## src/cscr_pkg.sv

```systemverilog
// Constants, field layout and decode functions for the setup control register.
// Assumes one 100 MHz clock; every long interval is counted in that clock.
package cscr_pkg;

	// ==========================================================
	// Register map
	localparam logic [11:0] CSCR_SETUP_ADDR = 12'h000;
	localparam logic [15:0] CSCR_SETUP_RESET = 16'h0000;
	localparam logic [15:0] CSCR_SETUP_WMASK = 16'hDFFF;

	// ==========================================================
	// Field positions
	localparam int MODE_LSB = 0;
	localparam int SLEEP_LSB = 2;
	localparam int STAGES_LSB = 4;
	localparam int DECIM_LSB = 8;
	localparam int SOFT_RESET_POS = 10;
	localparam int IRQ_POL_POS = 11;
	localparam int EXC_DIS_POS = 12;
	localparam int BIAS_LSB = 14;

	// ==========================================================
	// Encodings
	localparam logic [1:0] MODE_FULL = 2'h0;
	localparam logic [1:0] MODE_LOW = 2'h2;
	localparam logic [3:0] STAGE_MAX = 4'hB;

	// ==========================================================
	// Timing
	localparam longint unsigned CLK_HZ = 64'd100000000;
	localparam longint unsigned FULL_PERIOD_MS = 64'd36;
	localparam longint unsigned SLEEP_STEP_MS = 64'd200;
	localparam longint unsigned FULL_PERIOD_CYC = FULL_PERIOD_MS * CLK_HZ / 64'd1000;
	localparam longint unsigned SLEEP_STEP_CYC = SLEEP_STEP_MS * CLK_HZ / 64'd1000;

	// Last stage index of a sequence, clamped at the largest legal value
	function automatic logic [3:0] cscr_last_stage(input logic [3:0] n);
		cscr_last_stage = (n > STAGE_MAX) ? STAGE_MAX : n;
	endfunction

	// Oversampling ratio from the decimation field
	function automatic logic [8:0] cscr_decim(input logic [1:0] f);
		case (f)
			2'h0: cscr_decim = 9'h100;
			2'h1: cscr_decim = 9'h080;
			default: cscr_decim = 9'h040;
		endcase
	endfunction

	// Bias boost in percent from the bias field
	function automatic logic [5:0] cscr_bias(input logic [1:0] f);
		case (f)
			2'h0: cscr_bias = 6'h00;
			2'h1: cscr_bias = 6'h14;
			2'h2: cscr_bias = 6'h23;
			default: cscr_bias = 6'h32;
		endcase
	endfunction

endpackage

```

## src/cscr_timer.sv

```systemverilog
// Down-counting interval timer with a one-cycle expiry pulse.
// Assumes load is a single-cycle pulse; a new load restarts the count.
`timescale 1ns/1ps
module cscr_timer #(
	parameter int W = 32
) (
	input wire logic mclk_i,
	input wire logic rst_b_i,
	input wire logic load_i,
	input wire logic [W-1:0] load_val_i,
	output logic expire_o
);
	// ==========================================================
	// Counter
	logic [W-1:0] cnt_q, cnt_d;
	logic exp_q, exp_d;

	// Next count and expiry, expiry lands load_val cycles after load
	always_comb begin
		cnt_d = cnt_q;
		exp_d = 1'b0;
		if (load_i) begin
			cnt_d = load_val_i;
		end else if (cnt_q != '0) begin
			cnt_d = cnt_q - W'(1);
			exp_d = (cnt_q == W'(1));
		end
	end

	// Register the count
	always_ff @(posedge mclk_i or negedge rst_b_i) begin
		if (!rst_b_i) begin
			cnt_q <= '0;
			exp_q <= 1'b0;
		end else begin
			cnt_q <= cnt_d;
			exp_q <= exp_d;
		end
	end

	assign expire_o = exp_q;
endmodule // cscr_timer

```

## src/cscr_top.sv

```systemverilog
// Setup control register and conversion sequencer of the converter.
// Assumes the serial interface delivers one-cycle register read/write strobes.
`timescale 1ns/1ps
module cscr_top import cscr_pkg::*; #(
	parameter int unsigned FULL_CYC = 32'(FULL_PERIOD_CYC),
	parameter int unsigned SLEEP_CYC = 32'(SLEEP_STEP_CYC)
) (
	input wire logic mclk_i,
	input wire logic rst_b_i,
	input wire logic reg_wr_i,
	input wire logic reg_rd_i,
	input wire logic [11:0] reg_addr_i,
	input wire logic [15:0] reg_wdata_i,
	output logic [15:0] reg_rdata_o,
	input wire logic conv_done_i,
	input wire logic irq_event_i,
	output logic stage_start_o,
	output logic [3:0] stage_idx_o,
	output logic seq_done_o,
	output logic [8:0] decim_ratio_o,
	output logic [5:0] bias_boost_o,
	output logic excitation_en_o,
	output logic irq_o
);
	// ==========================================================
	// Register file
	logic [15:0] setup_q, setup_d;
	logic [15:0] rdata_q, rdata_d;
	logic wr_hit, soft_reset;
	logic [1:0] mode;
	logic active;

	assign wr_hit = reg_wr_i && (reg_addr_i == CSCR_SETUP_ADDR);
	assign soft_reset = wr_hit && reg_wdata_i[SOFT_RESET_POS];
	assign mode = setup_q[MODE_LSB +: 2];
	assign active = (mode == MODE_FULL) || (mode == MODE_LOW);

	// Register write and read-back
	always_comb begin
		setup_d = setup_q;
		rdata_d = rdata_q;
		if (soft_reset) begin
			setup_d = CSCR_SETUP_RESET;
		end else if (wr_hit) begin
			setup_d = reg_wdata_i & CSCR_SETUP_WMASK;
		end
		if (reg_rd_i) begin
			rdata_d = (reg_addr_i == CSCR_SETUP_ADDR) ? setup_q : 16'h0000;
		end
	end

	always_ff @(posedge mclk_i or negedge rst_b_i) begin
		if (!rst_b_i) begin
			setup_q <= CSCR_SETUP_RESET;
			rdata_q <= 16'h0000;
		end else begin
			setup_q <= setup_d;
			rdata_q <= rdata_d;
		end
	end

	// ==========================================================
	// Static controls
	logic [8:0] decim_q, decim_d;
	logic [5:0] bias_q, bias_d;
	logic exc_q, exc_d, irq_q, irq_d;

	// Decode fields into the converter controls and interrupt pin
	always_comb begin
		decim_d = cscr_decim(setup_q[DECIM_LSB +: 2]);
		bias_d = cscr_bias(setup_q[BIAS_LSB +: 2]);
		exc_d = !setup_q[EXC_DIS_POS];
		irq_d = setup_q[IRQ_POL_POS] ? irq_event_i : !irq_event_i;
	end

	always_ff @(posedge mclk_i or negedge rst_b_i) begin
		if (!rst_b_i) begin
			decim_q <= 9'h100;
			bias_q <= 6'h00;
			exc_q <= 1'b1;
			irq_q <= 1'b1;
		end else begin
			decim_q <= decim_d;
			bias_q <= bias_d;
			exc_q <= exc_d;
			irq_q <= irq_d;
		end
	end

	// ==========================================================
	// Sequencer
	typedef enum logic [1:0] {
		SQ_OFF = 2'b00,
		SQ_WAIT = 2'b01,
		SQ_STAGE = 2'b11,
		SQ_CONV = 2'b10
	} cscr_state_t;

	cscr_state_t state_q, state_d;
	logic [3:0] stage_q, stage_d, last_stage;
	logic start_q, start_d, done_q, done_d;
	logic tmr_load, tmr_expire;
	logic [31:0] wait_cyc;

	assign last_stage = cscr_last_stage(setup_q[STAGES_LSB +: 4]);
	// Interval between sequences for the current mode
	assign wait_cyc = (mode == MODE_LOW) ?
		32'(SLEEP_CYC * (32'(setup_q[SLEEP_LSB +: 2]) + 32'd1)) : 32'(FULL_CYC);
	assign tmr_load = (state_d == SQ_WAIT) && (state_q != SQ_WAIT);

	// Next state: wait, then walk stages 0..N, then wait again
	always_comb begin
		state_d = state_q;
		stage_d = stage_q;
		start_d = 1'b0;
		done_d = 1'b0;
		case (state_q)
			SQ_OFF: begin
				stage_d = 4'h0;
				if (active) begin
					state_d = SQ_WAIT;
				end
			end
			SQ_WAIT: begin
				if (!active) begin
					state_d = SQ_OFF;
				end else if (tmr_expire) begin
					state_d = SQ_STAGE;
				end
			end
			SQ_STAGE: begin
				if (!active) begin
					state_d = SQ_OFF;
				end else begin
					start_d = 1'b1;
					state_d = SQ_CONV;
				end
			end
			SQ_CONV: begin
				if (!active) begin
					state_d = SQ_OFF;
					stage_d = 4'h0;
				end else if (conv_done_i) begin
					if (stage_q >= last_stage) begin
						stage_d = 4'h0;
						done_d = 1'b1;
						state_d = SQ_WAIT;
					end else begin
						stage_d = stage_q + 4'h1;
						state_d = SQ_STAGE;
					end
				end
			end
			default: begin
				state_d = SQ_OFF;
			end
		endcase
		// Soft reset drops any stage start or end pulse about to be issued
		if (soft_reset) begin
			state_d = SQ_OFF;
			stage_d = 4'h0;
			start_d = 1'b0;
			done_d = 1'b0;
		end
	end

	always_ff @(posedge mclk_i or negedge rst_b_i) begin
		if (!rst_b_i) begin
			state_q <= SQ_OFF;
			stage_q <= 4'h0;
			start_q <= 1'b0;
			done_q <= 1'b0;
		end else begin
			state_q <= state_d;
			stage_q <= stage_d;
			start_q <= start_d;
			done_q <= done_d;
		end
	end

	// Interval timer between sequences
	cscr_timer #(.W(32)) u_timer (
		.mclk_i(mclk_i),
		.rst_b_i(rst_b_i),
		.load_i(tmr_load),
		.load_val_i(wait_cyc),
		.expire_o(tmr_expire)
	);

	// ==========================================================
	// Outputs
	assign reg_rdata_o = rdata_q;
	assign stage_start_o = start_q;
	assign stage_idx_o = stage_q;
	assign seq_done_o = done_q;
	assign decim_ratio_o = decim_q;
	assign bias_boost_o = bias_q;
	assign excitation_en_o = exc_q;
	assign irq_o = irq_q;
endmodule // cscr_top

```

## config.mk

```make
export PLATFORM = sky130hd
export DESIGN_NAME = cscr_top
export DESIGN_NICKNAME = d
export VERILOG_FILES = /design/src/cscr_pkg.sv /design/src/cscr_timer.sv /design/src/cscr_top.sv
export SDC_FILE = /design/constraint.sdc
export NUM_CORES = 1
export LEC_CHECK = 0
export ABC_AREA = 1
export BUFFER_PORTS_ARGS = -buffer_cell sky130_fd_sc_hd__buf_4
export CAP_MARGIN = 20
export CORE_AREA = 2 2 100 102
export CTS_BUF_LIST = sky130_fd_sc_hd__clkbuf_8
export CTS_CLUSTER_DIAMETER = 30
export DETAILED_ROUTE_END_ITERATION = 16
export DIE_AREA = 0 0 102 104
export GPL_ROUTABILITY_DRIVEN = 0
export PLACE_DENSITY = 0.68
export SYNTH_ARGS = -nofsm -noshare
export SYNTH_HDL_FRONTEND = slang
export SYNTH_SLANG_ARGS = --single-unit
```

## constraint.sdc

```tcl
create_clock -name mclk_i -period 2.4 [get_ports mclk_i]
set_input_delay 0.48 -clock mclk_i [delete_from_list [all_inputs] [get_ports mclk_i]]
set_output_delay 0.48 -clock mclk_i [all_outputs]
set_load 0.1 [all_outputs]
```

=== Word level (Yosys, flattened, before mapping) ===
Index checks and enable logic that the tools add are counted.

* $add $sub $neg: 3
* Multiply operators: 1
* $lt $le $gt $ge: 2
* Equal/unequal tests: 11
* Multiplexer cells: 34
* Reductions and logical operators: 16

{| class="wikitable"
|+ Operator list
! kind !! count
|-
| $mux W32 || 2
|-
| $mux W16 || 3
|-
| $eq A32 B1 Y1 const B || 1
|-
| $reduce_bool A32 Y1 || 1
|-
| $sub A32 B1 Y32 const B || 1
|-
| $mux W28 || 1
|-
| $mul A17 B3 Y20 const A || 1
|-
| $mux W4 || 5
|-
| $pmux W6 S3 || 1
|-
| $pmux W9 S2 || 1
|-
| $mux W2 || 8
|-
| $logic_not A12 Y1 || 1
|-
| $mux W1 || 11
|-
| $eq A2 B1 Y1 const B || 4
|-
| $eq A2 B2 Y1 const B || 4
|-
| $logic_not A2 Y1 || 4
|-
| $pmux W2 S4 || 1
|-
| $pmux W4 S2 || 1
|-
| $add A4 B1 Y4 const B || 1
|-
| $ge A4 B4 Y1 || 1
|-
| $gt A4 B4 Y1 const B || 1
|-
| $ne A4 B4 Y1 const B || 1
|-
| $reduce_bool A2 Y1 || 2
|-
| $add A2 B1 Y3 const B || 1
|-
| other kinds (6) || 9
|}

* Register bits after elaboration: 90
* Input bits: 34
* Logic and storage cells: 79

=== Logic depth before layout (Yosys ltp) ===
* Word-level depth: 11
* Mapped depth: 16
* Mapped depth without buffers: 15

=== Cells and area by module ===
Synthesis repeated with hierarchy kept, for this count alone.

* Cells, all modules: 702
* Area, all modules: 4951.0 sq um

{| class="wikitable"
|+ By module, submodules not included
! module !! instances !! cells each !! area each (sq um) !! seq. area each (sq um)
|-
| cscr_timer || 1 || 406 || 2477.4 || 825.8
|-
| cscr_top || 1 || 296 || 2473.6 || 1179.9
|}

=== Least setup slack after synthesis ===
No wires, ideal clock.

* Kind: reg2reg
* Start: register stage_q[0], in the netlist stage_idx_o[0]
* End: register u_timer.cnt_q[25]
* Library setup time: 0.113 ns
* Data arrival time: 2.240 ns
* Required time: 2.287 ns
* Slack: 0.047 ns
* Cell stages (with the launch flop): 13
* Clock period less this slack: 2.353 ns
* Cells stage by stage: dfrtp_1 inv_1 ha_1 nand4_1 nand3_1 nand2_1 nand2_1 nand2_1 nand2_1 buf_2 nand3_1 nand2_1 inv_1

* Longest elaborated chain between the ends: 9
* Elaborated cells on any way between the ends: 10
* Those cells by class: order compare: 1; eq/ne: 1; mux: 6; reduce/logical: 2

{| class="wikitable"
|+ Ends and longest elaborated chain
! item !! line !! source
|-
| from (decl) || cscr_top.sv:100 || <nowiki>logic [3:0] stage_q, stage_d, last_stage;</nowiki>
|-
| from (signal assigned) || cscr_top.sv:175 || <nowiki>stage_q <= stage_d;</nowiki>
|-
| $ge A4 B4 Y1 (*) || cscr_top.sv:144 || <nowiki>if (stage_q >= last_stage) begin</nowiki>
|-
| $mux W2 (*) || cscr_top.sv:144 ||
|-
| $mux W2 (*) || cscr_top.sv:143 || <nowiki>end else if (conv_done_i) begin</nowiki>
|-
| $mux W2 (*) || cscr_top.sv:140 || <nowiki>if (!active) begin</nowiki>
|-
| $pmux W2 S4 (*) || cscr_top.sv:117 || <nowiki>case (state_q)</nowiki>
|-
| $mux W2 (*) || cscr_top.sv:159 || <nowiki>if (soft_reset) begin</nowiki>
|-
| $eq A2 B1 Y1 (*) || cscr_top.sv:109 || <nowiki>assign tmr_load = (state_d == SQ_WAIT) && (state_q != SQ_WAIT);</nowiki>
|-
| $logic_and A1 B1 Y1 (*) || cscr_top.sv:109 ||
|-
| $mux W32 / $reduce_bool A2 Y1 (equally long branches) || -- ||
|-
| to (signal assigned) || cscr_timer.sv:36 || <nowiki>cnt_q <= cnt_d;</nowiki>
|-
| to (decl) || cscr_timer.sv:15 || <nowiki>logic [W-1:0] cnt_q, cnt_d;</nowiki>
|}

Every way passes the cells marked *; elsewhere a longest branch is shown, timed or not.
A chain may end at the register's enable or synchronous reset.

=== Final worst setup path ===
* Start: register setup_q[7]
* End: register u_timer.cnt_q[25]

* Longest elaborated chain between the ends: 11
* Elaborated cells on any way between the ends: 12
* Those cells by class: order compare: 2; eq/ne: 1; mux: 7; reduce/logical: 2

{| class="wikitable"
|+ Ends and longest elaborated chain
! item !! line !! source
|-
| from (decl) || cscr_top.sv:27 || <nowiki>logic [15:0] setup_q, setup_d;</nowiki>
|-
| from (signal assigned) || cscr_top.sv:57 || <nowiki>setup_q <= setup_d;</nowiki>
|-
| $gt A4 B4 Y1 || cscr_pkg.sv:38 || <nowiki>cscr_last_stage = (n > STAGE_MAX) ? STAGE_MAX : n;</nowiki>
|-
| $mux W4 (*) || cscr_pkg.sv:38 ||
|-
| $ge A4 B4 Y1 (*) || cscr_top.sv:144 ||
|-
| $mux W2 (*) || cscr_top.sv:144 ||
|-
| $mux W2 (*) || cscr_top.sv:143 ||
|-
| $mux W2 (*) || cscr_top.sv:140 ||
|-
| $pmux W2 S4 (*) || cscr_top.sv:117 ||
|-
| $mux W2 (*) || cscr_top.sv:159 ||
|-
| $eq A2 B1 Y1 (*) || cscr_top.sv:109 ||
|-
| $logic_and A1 B1 Y1 (*) || cscr_top.sv:109 ||
|-
| $mux W32 / $reduce_bool A2 Y1 (equally long branches) || -- ||
|}

Marks and branches as above.

==> flow_summary_export.csv <==
group,metric,value,unit
yosys,synth_enable_flop_cells,0,
worst_setup_path,worst_r2r_startpoint,"setup_q[7]",
yosys,yosysWarningCount,0,
worst_setup_path,timing.critical_path.arrival,2400,ps
floorplanning,initial_core_util,48.9,%
global_route,grt_start_max_net_pins,34,
global_route,grt_pass1_wl,18600,um
worst_setup_path,path_max_fanout,12,
power,power_leakage,2.77,nW
yosys,synth_top_cells_by_area,"sky130_fd_sc_hd__dfrtp_1 41%, sky130_fd_sc_hd__nand2_1 9.6%, sky130_fd_sc_hd__nor2_1 6.3%",
clocking,cts-root-to-sink-buffers,2,
yosys,yosysMostFrequentCell,"sky130_fd_sc_hd__nand2_1",
detailed_routing,drt-initial-drc-count,185,
floorplanning,core,0.00955,mm2
floorplanning,area_enclosed_by_the_die_boundary,0.0106,mm2
floorplanning,die_h,104,um
sta,skew,10.4,ps
detailed_routing,remaining_number_of_nets_flagged_by_the_antenna_check_after_routing,0,
layout,layout.nets,698,
sta,finalCriticalPeriod,2140,ps
sta,relSlewSlack,52.7,%
sta,finalSetupViolations,0,
worst_setup_path,ff2ff_path_depth,15,
clocking,cts_hold_buffers,0,
detailed_routing,met3RoutedLength,623,um
layout,synthToLayoutAreaGrowth,16.9,%
sta,maxClockFrequency,0.467,GHz
detailed_routing,drt-total-wl,10600,um
worst_setup_path,startpoint_type,"flop",
power,power.total,3.32,mW
clocking,cts_post_setup_buffers_inserted,0,
clocking,clk-insertion-delay-late,360,ps
worst_setup_path,crit_required,2660,ps
detailed_routing,routed_via_count,4001,
clocking,postCtsResizedCells,0,
worst_setup_path,path_class,"flop to flop",
clocking,root_buffer,"sky130_fd_sc_hd__clkbuf_8",
worst_setup_path,critical_path.reg2reg.endpoint,"u_timer.cnt_q[25]",
yosys,synthesis.area_per_instance,7.99,um2
run,drv_cap,0,
layout,antenna_diode_count,0,
placed_design,dp.final_hpwl,8100,um
floorplanning,pin_count,73,
clocking,tritoncts_clock_tree,"built",
worst_setup_path,setup.worst_path.end_class,"flop",
yosys,synth_seq_area_share,43.0,%
detailed_routing,drc_errors,0,
sta,drv_slew,0,
global_route,gr-usage-all-layers,21.7,%
yosys,ys_types,42,
placed_design,dp_worst_setup_slack,271,ps
detailed_routing,wl_met1,4600,um
clocking,clk_transition_reported_paths,100,ps
sta,fin_setup_tns,0,ps
detailed_routing,vias_per_cell,5.09,
global_route,first_global_vias,3962,
detailed_routing,met2_wirelength,5110,um
clocking,cts_htree_levels,3,
yosys,synth_area,0.00467,mm2
floorplanning,die-width,102,um
worst_hold_path,timing.hold.worst.class,"input port to async pin",
detailed_routing,highest-signal-layer,"met4",
power,ir_worst_vdd,413,uV
global_route,antenna_violations_before_repair,0,
yosys,synth_largest_type_area_fraction,41.3,%
global_route,gr-total-overflow,0,
yosys,ffs_latches_synth,80,
sta,period_share,89.2,%
yosys,netlist_instances,584,
sta,hold_viol_final,0,
yosys,synth_top_flop_cell,"sky130_fd_sc_hd__dfrtp_1",
sta,setup_slack,260,ps
detailed_routing,wl_per_cell,13.5,um
worst_setup_path,reg2reg_slack,260,ps
worst_setup_path,cp-endpoint,"u_timer.cnt_q[25]",
detailed_routing,detailedRoute.firstPassIterationCount,5,
clocking,numClockSinks,80,
sta,grt_setup_unrepaired,"no",
floorplanning,floorplan.rows,36,
placed_design,place.port_buffers,63,
worst_setup_path,crit_path_start,"setup_q[7]",
sta,worst_pin_slew,707,ps
layout,final_layout_size_suffix_gt1_share,19.8,%
yosys,synth.largest_area_cell,"sky130_fd_sc_hd__dfrtp_1",
yosys,synthTopCellsByCount,"119 x sky130_fd_sc_hd__nand2_1, 78 x sky130_fd_sc_hd__nor2_1, 77 x sky130_fd_sc_hd__dfrtp_1",
clocking,numCtsBuffers,9,
power,pwr_density_cell,609,mW/mm2
yosys,synthArstFlopShare,100,%
status,outcome,"finished, final reports clean",
layout,nFillCells,912,
## cell type report
| cell class | instances | area (um2) | share of cell area, % |
|---|---|---|---|
| clock inverter | 7 | 72.6 | 1.33 |
| sequential | 80 | 2010 | 36.8 |
| tap | 133 | 166 | 3.05 |
| multi-input combinational | 416 | 2280 | 41.7 |
| inverter | 69 | 259 | 4.75 |
| clock buffer | 9 | 124 | 2.27 |
| timing repair buffer | 72 | 553 | 10.1 |
## worst min-delay path by stage
stage          depth (start not counted)           endpoint   startpoint
6_report                               1  u_timer.cnt_q[29]      rst_b_i
5_1_grt                                1  u_timer.cnt_q[16]      rst_b_i
4_1_cts                                1  u_timer.cnt_q[29]      rst_b_i
3_5_place_dp                           1    excitation_en_o  setup_q[12]
3_3_place_gp                           1    excitation_en_o  setup_q[12]
2_1_floorplan                          0    bias_boost_o[0]      rst_b_i
## power by group
part           switching [mW]  total [mW]  internal (mW)  leakage, nW
Clock                   0.589       0.997          0.408       0.0970
Combinational           0.468       0.730          0.262         1.71
Sequential              0.131        1.59           1.46        0.963
Total                    1.19        3.32           2.13         2.77
## cells by family after synthesis
family | after synthesis | synth area share [%]
compound gates | 70 | 8.39
fa+ha+maj | 16 | 4.29
other cells | 1 | 0.0804
buf+inv | 95 | 8.80
simple gates | 302 | 31.7
xor+xnor | 20 | 3.75
flops | 80 | 43.0
## layer usage
layer	track usage, %	up-vias
li1	-	1981
met2	35.0	121
met4	7.62	0
met1	28.8	1876
met5	0	-
met3	4.37	23
## registers in the layout, summed over array words and instances, names as in the netlist
register and flops:
stage_idx_o 4, setup_q 15, irq_o 1, u_timer.cnt_q 32, u_timer.expire_o 1, reg_rdata_o 15, seq_done_o 1, state_q 2
decim_ratio_o 3, excitation_en_o 1, bias_boost_o 4, stage_start_o 1
## cells in the final DEF, fill, tap and decap left out, drive strengths merged, types with 2 or more instances in the layout
| cell type | n |
|---|---|
| dfrtp | 77 |
| conb | 8 |
| clkinv | 3 |
| nand3b | 4 |
| dfstp | 3 |
| nor2 | 97 |
| nand4 | 12 |
| or2 | 4 |
| nor3 | 6 |
| o21ai | 35 |
| a21oi | 18 |
| buf | 72 |
| nor3b | 2 |
| nand2 | 122 |
| xnor2 | 11 |
| ha | 16 |
| clkbuf | 9 |
| inv | 72 |
| o31ai | 14 |
| nand3 | 52 |
| xor2 | 9 |
## per-stage QoR
stage / util, % / cell area (um2) / hold slack (ps) / cells
final: 57.1 / 5460 / 60.0 / 786
after detailed placement: 55.1 / 5260 / 373 / 770
after global routing: 57.1 / 5460 / 88.5 / 786
after CTS: 57.1 / 5460 / 64.2 / 786
after floorplan: - / 4690 / 184 / 591
after global placement: 55.1 / 5260 / 367 / 770
## critical path, stage by stage (launching register included)
cell                      delay [ps]
sky130_fd_sc_hd__dfrtp_1         390
sky130_fd_sc_hd__inv_1           140
sky130_fd_sc_hd__o21ai_0         120
sky130_fd_sc_hd__ha_1            200
sky130_fd_sc_hd__inv_1            70
sky130_fd_sc_hd__nand2_1          50
sky130_fd_sc_hd__nand2_1          50
sky130_fd_sc_hd__nand2_1          50
sky130_fd_sc_hd__nand3_1         100
sky130_fd_sc_hd__nand2_1          80
sky130_fd_sc_hd__nand2_1         100
sky130_fd_sc_hd__nand2_1          60
sky130_fd_sc_hd__nand2_1         290
sky130_fd_sc_hd__nand3_1         190
sky130_fd_sc_hd__nand2_1         120
sky130_fd_sc_hd__inv_1            40
Note: power is estimated with default switching activity, not from simulation.
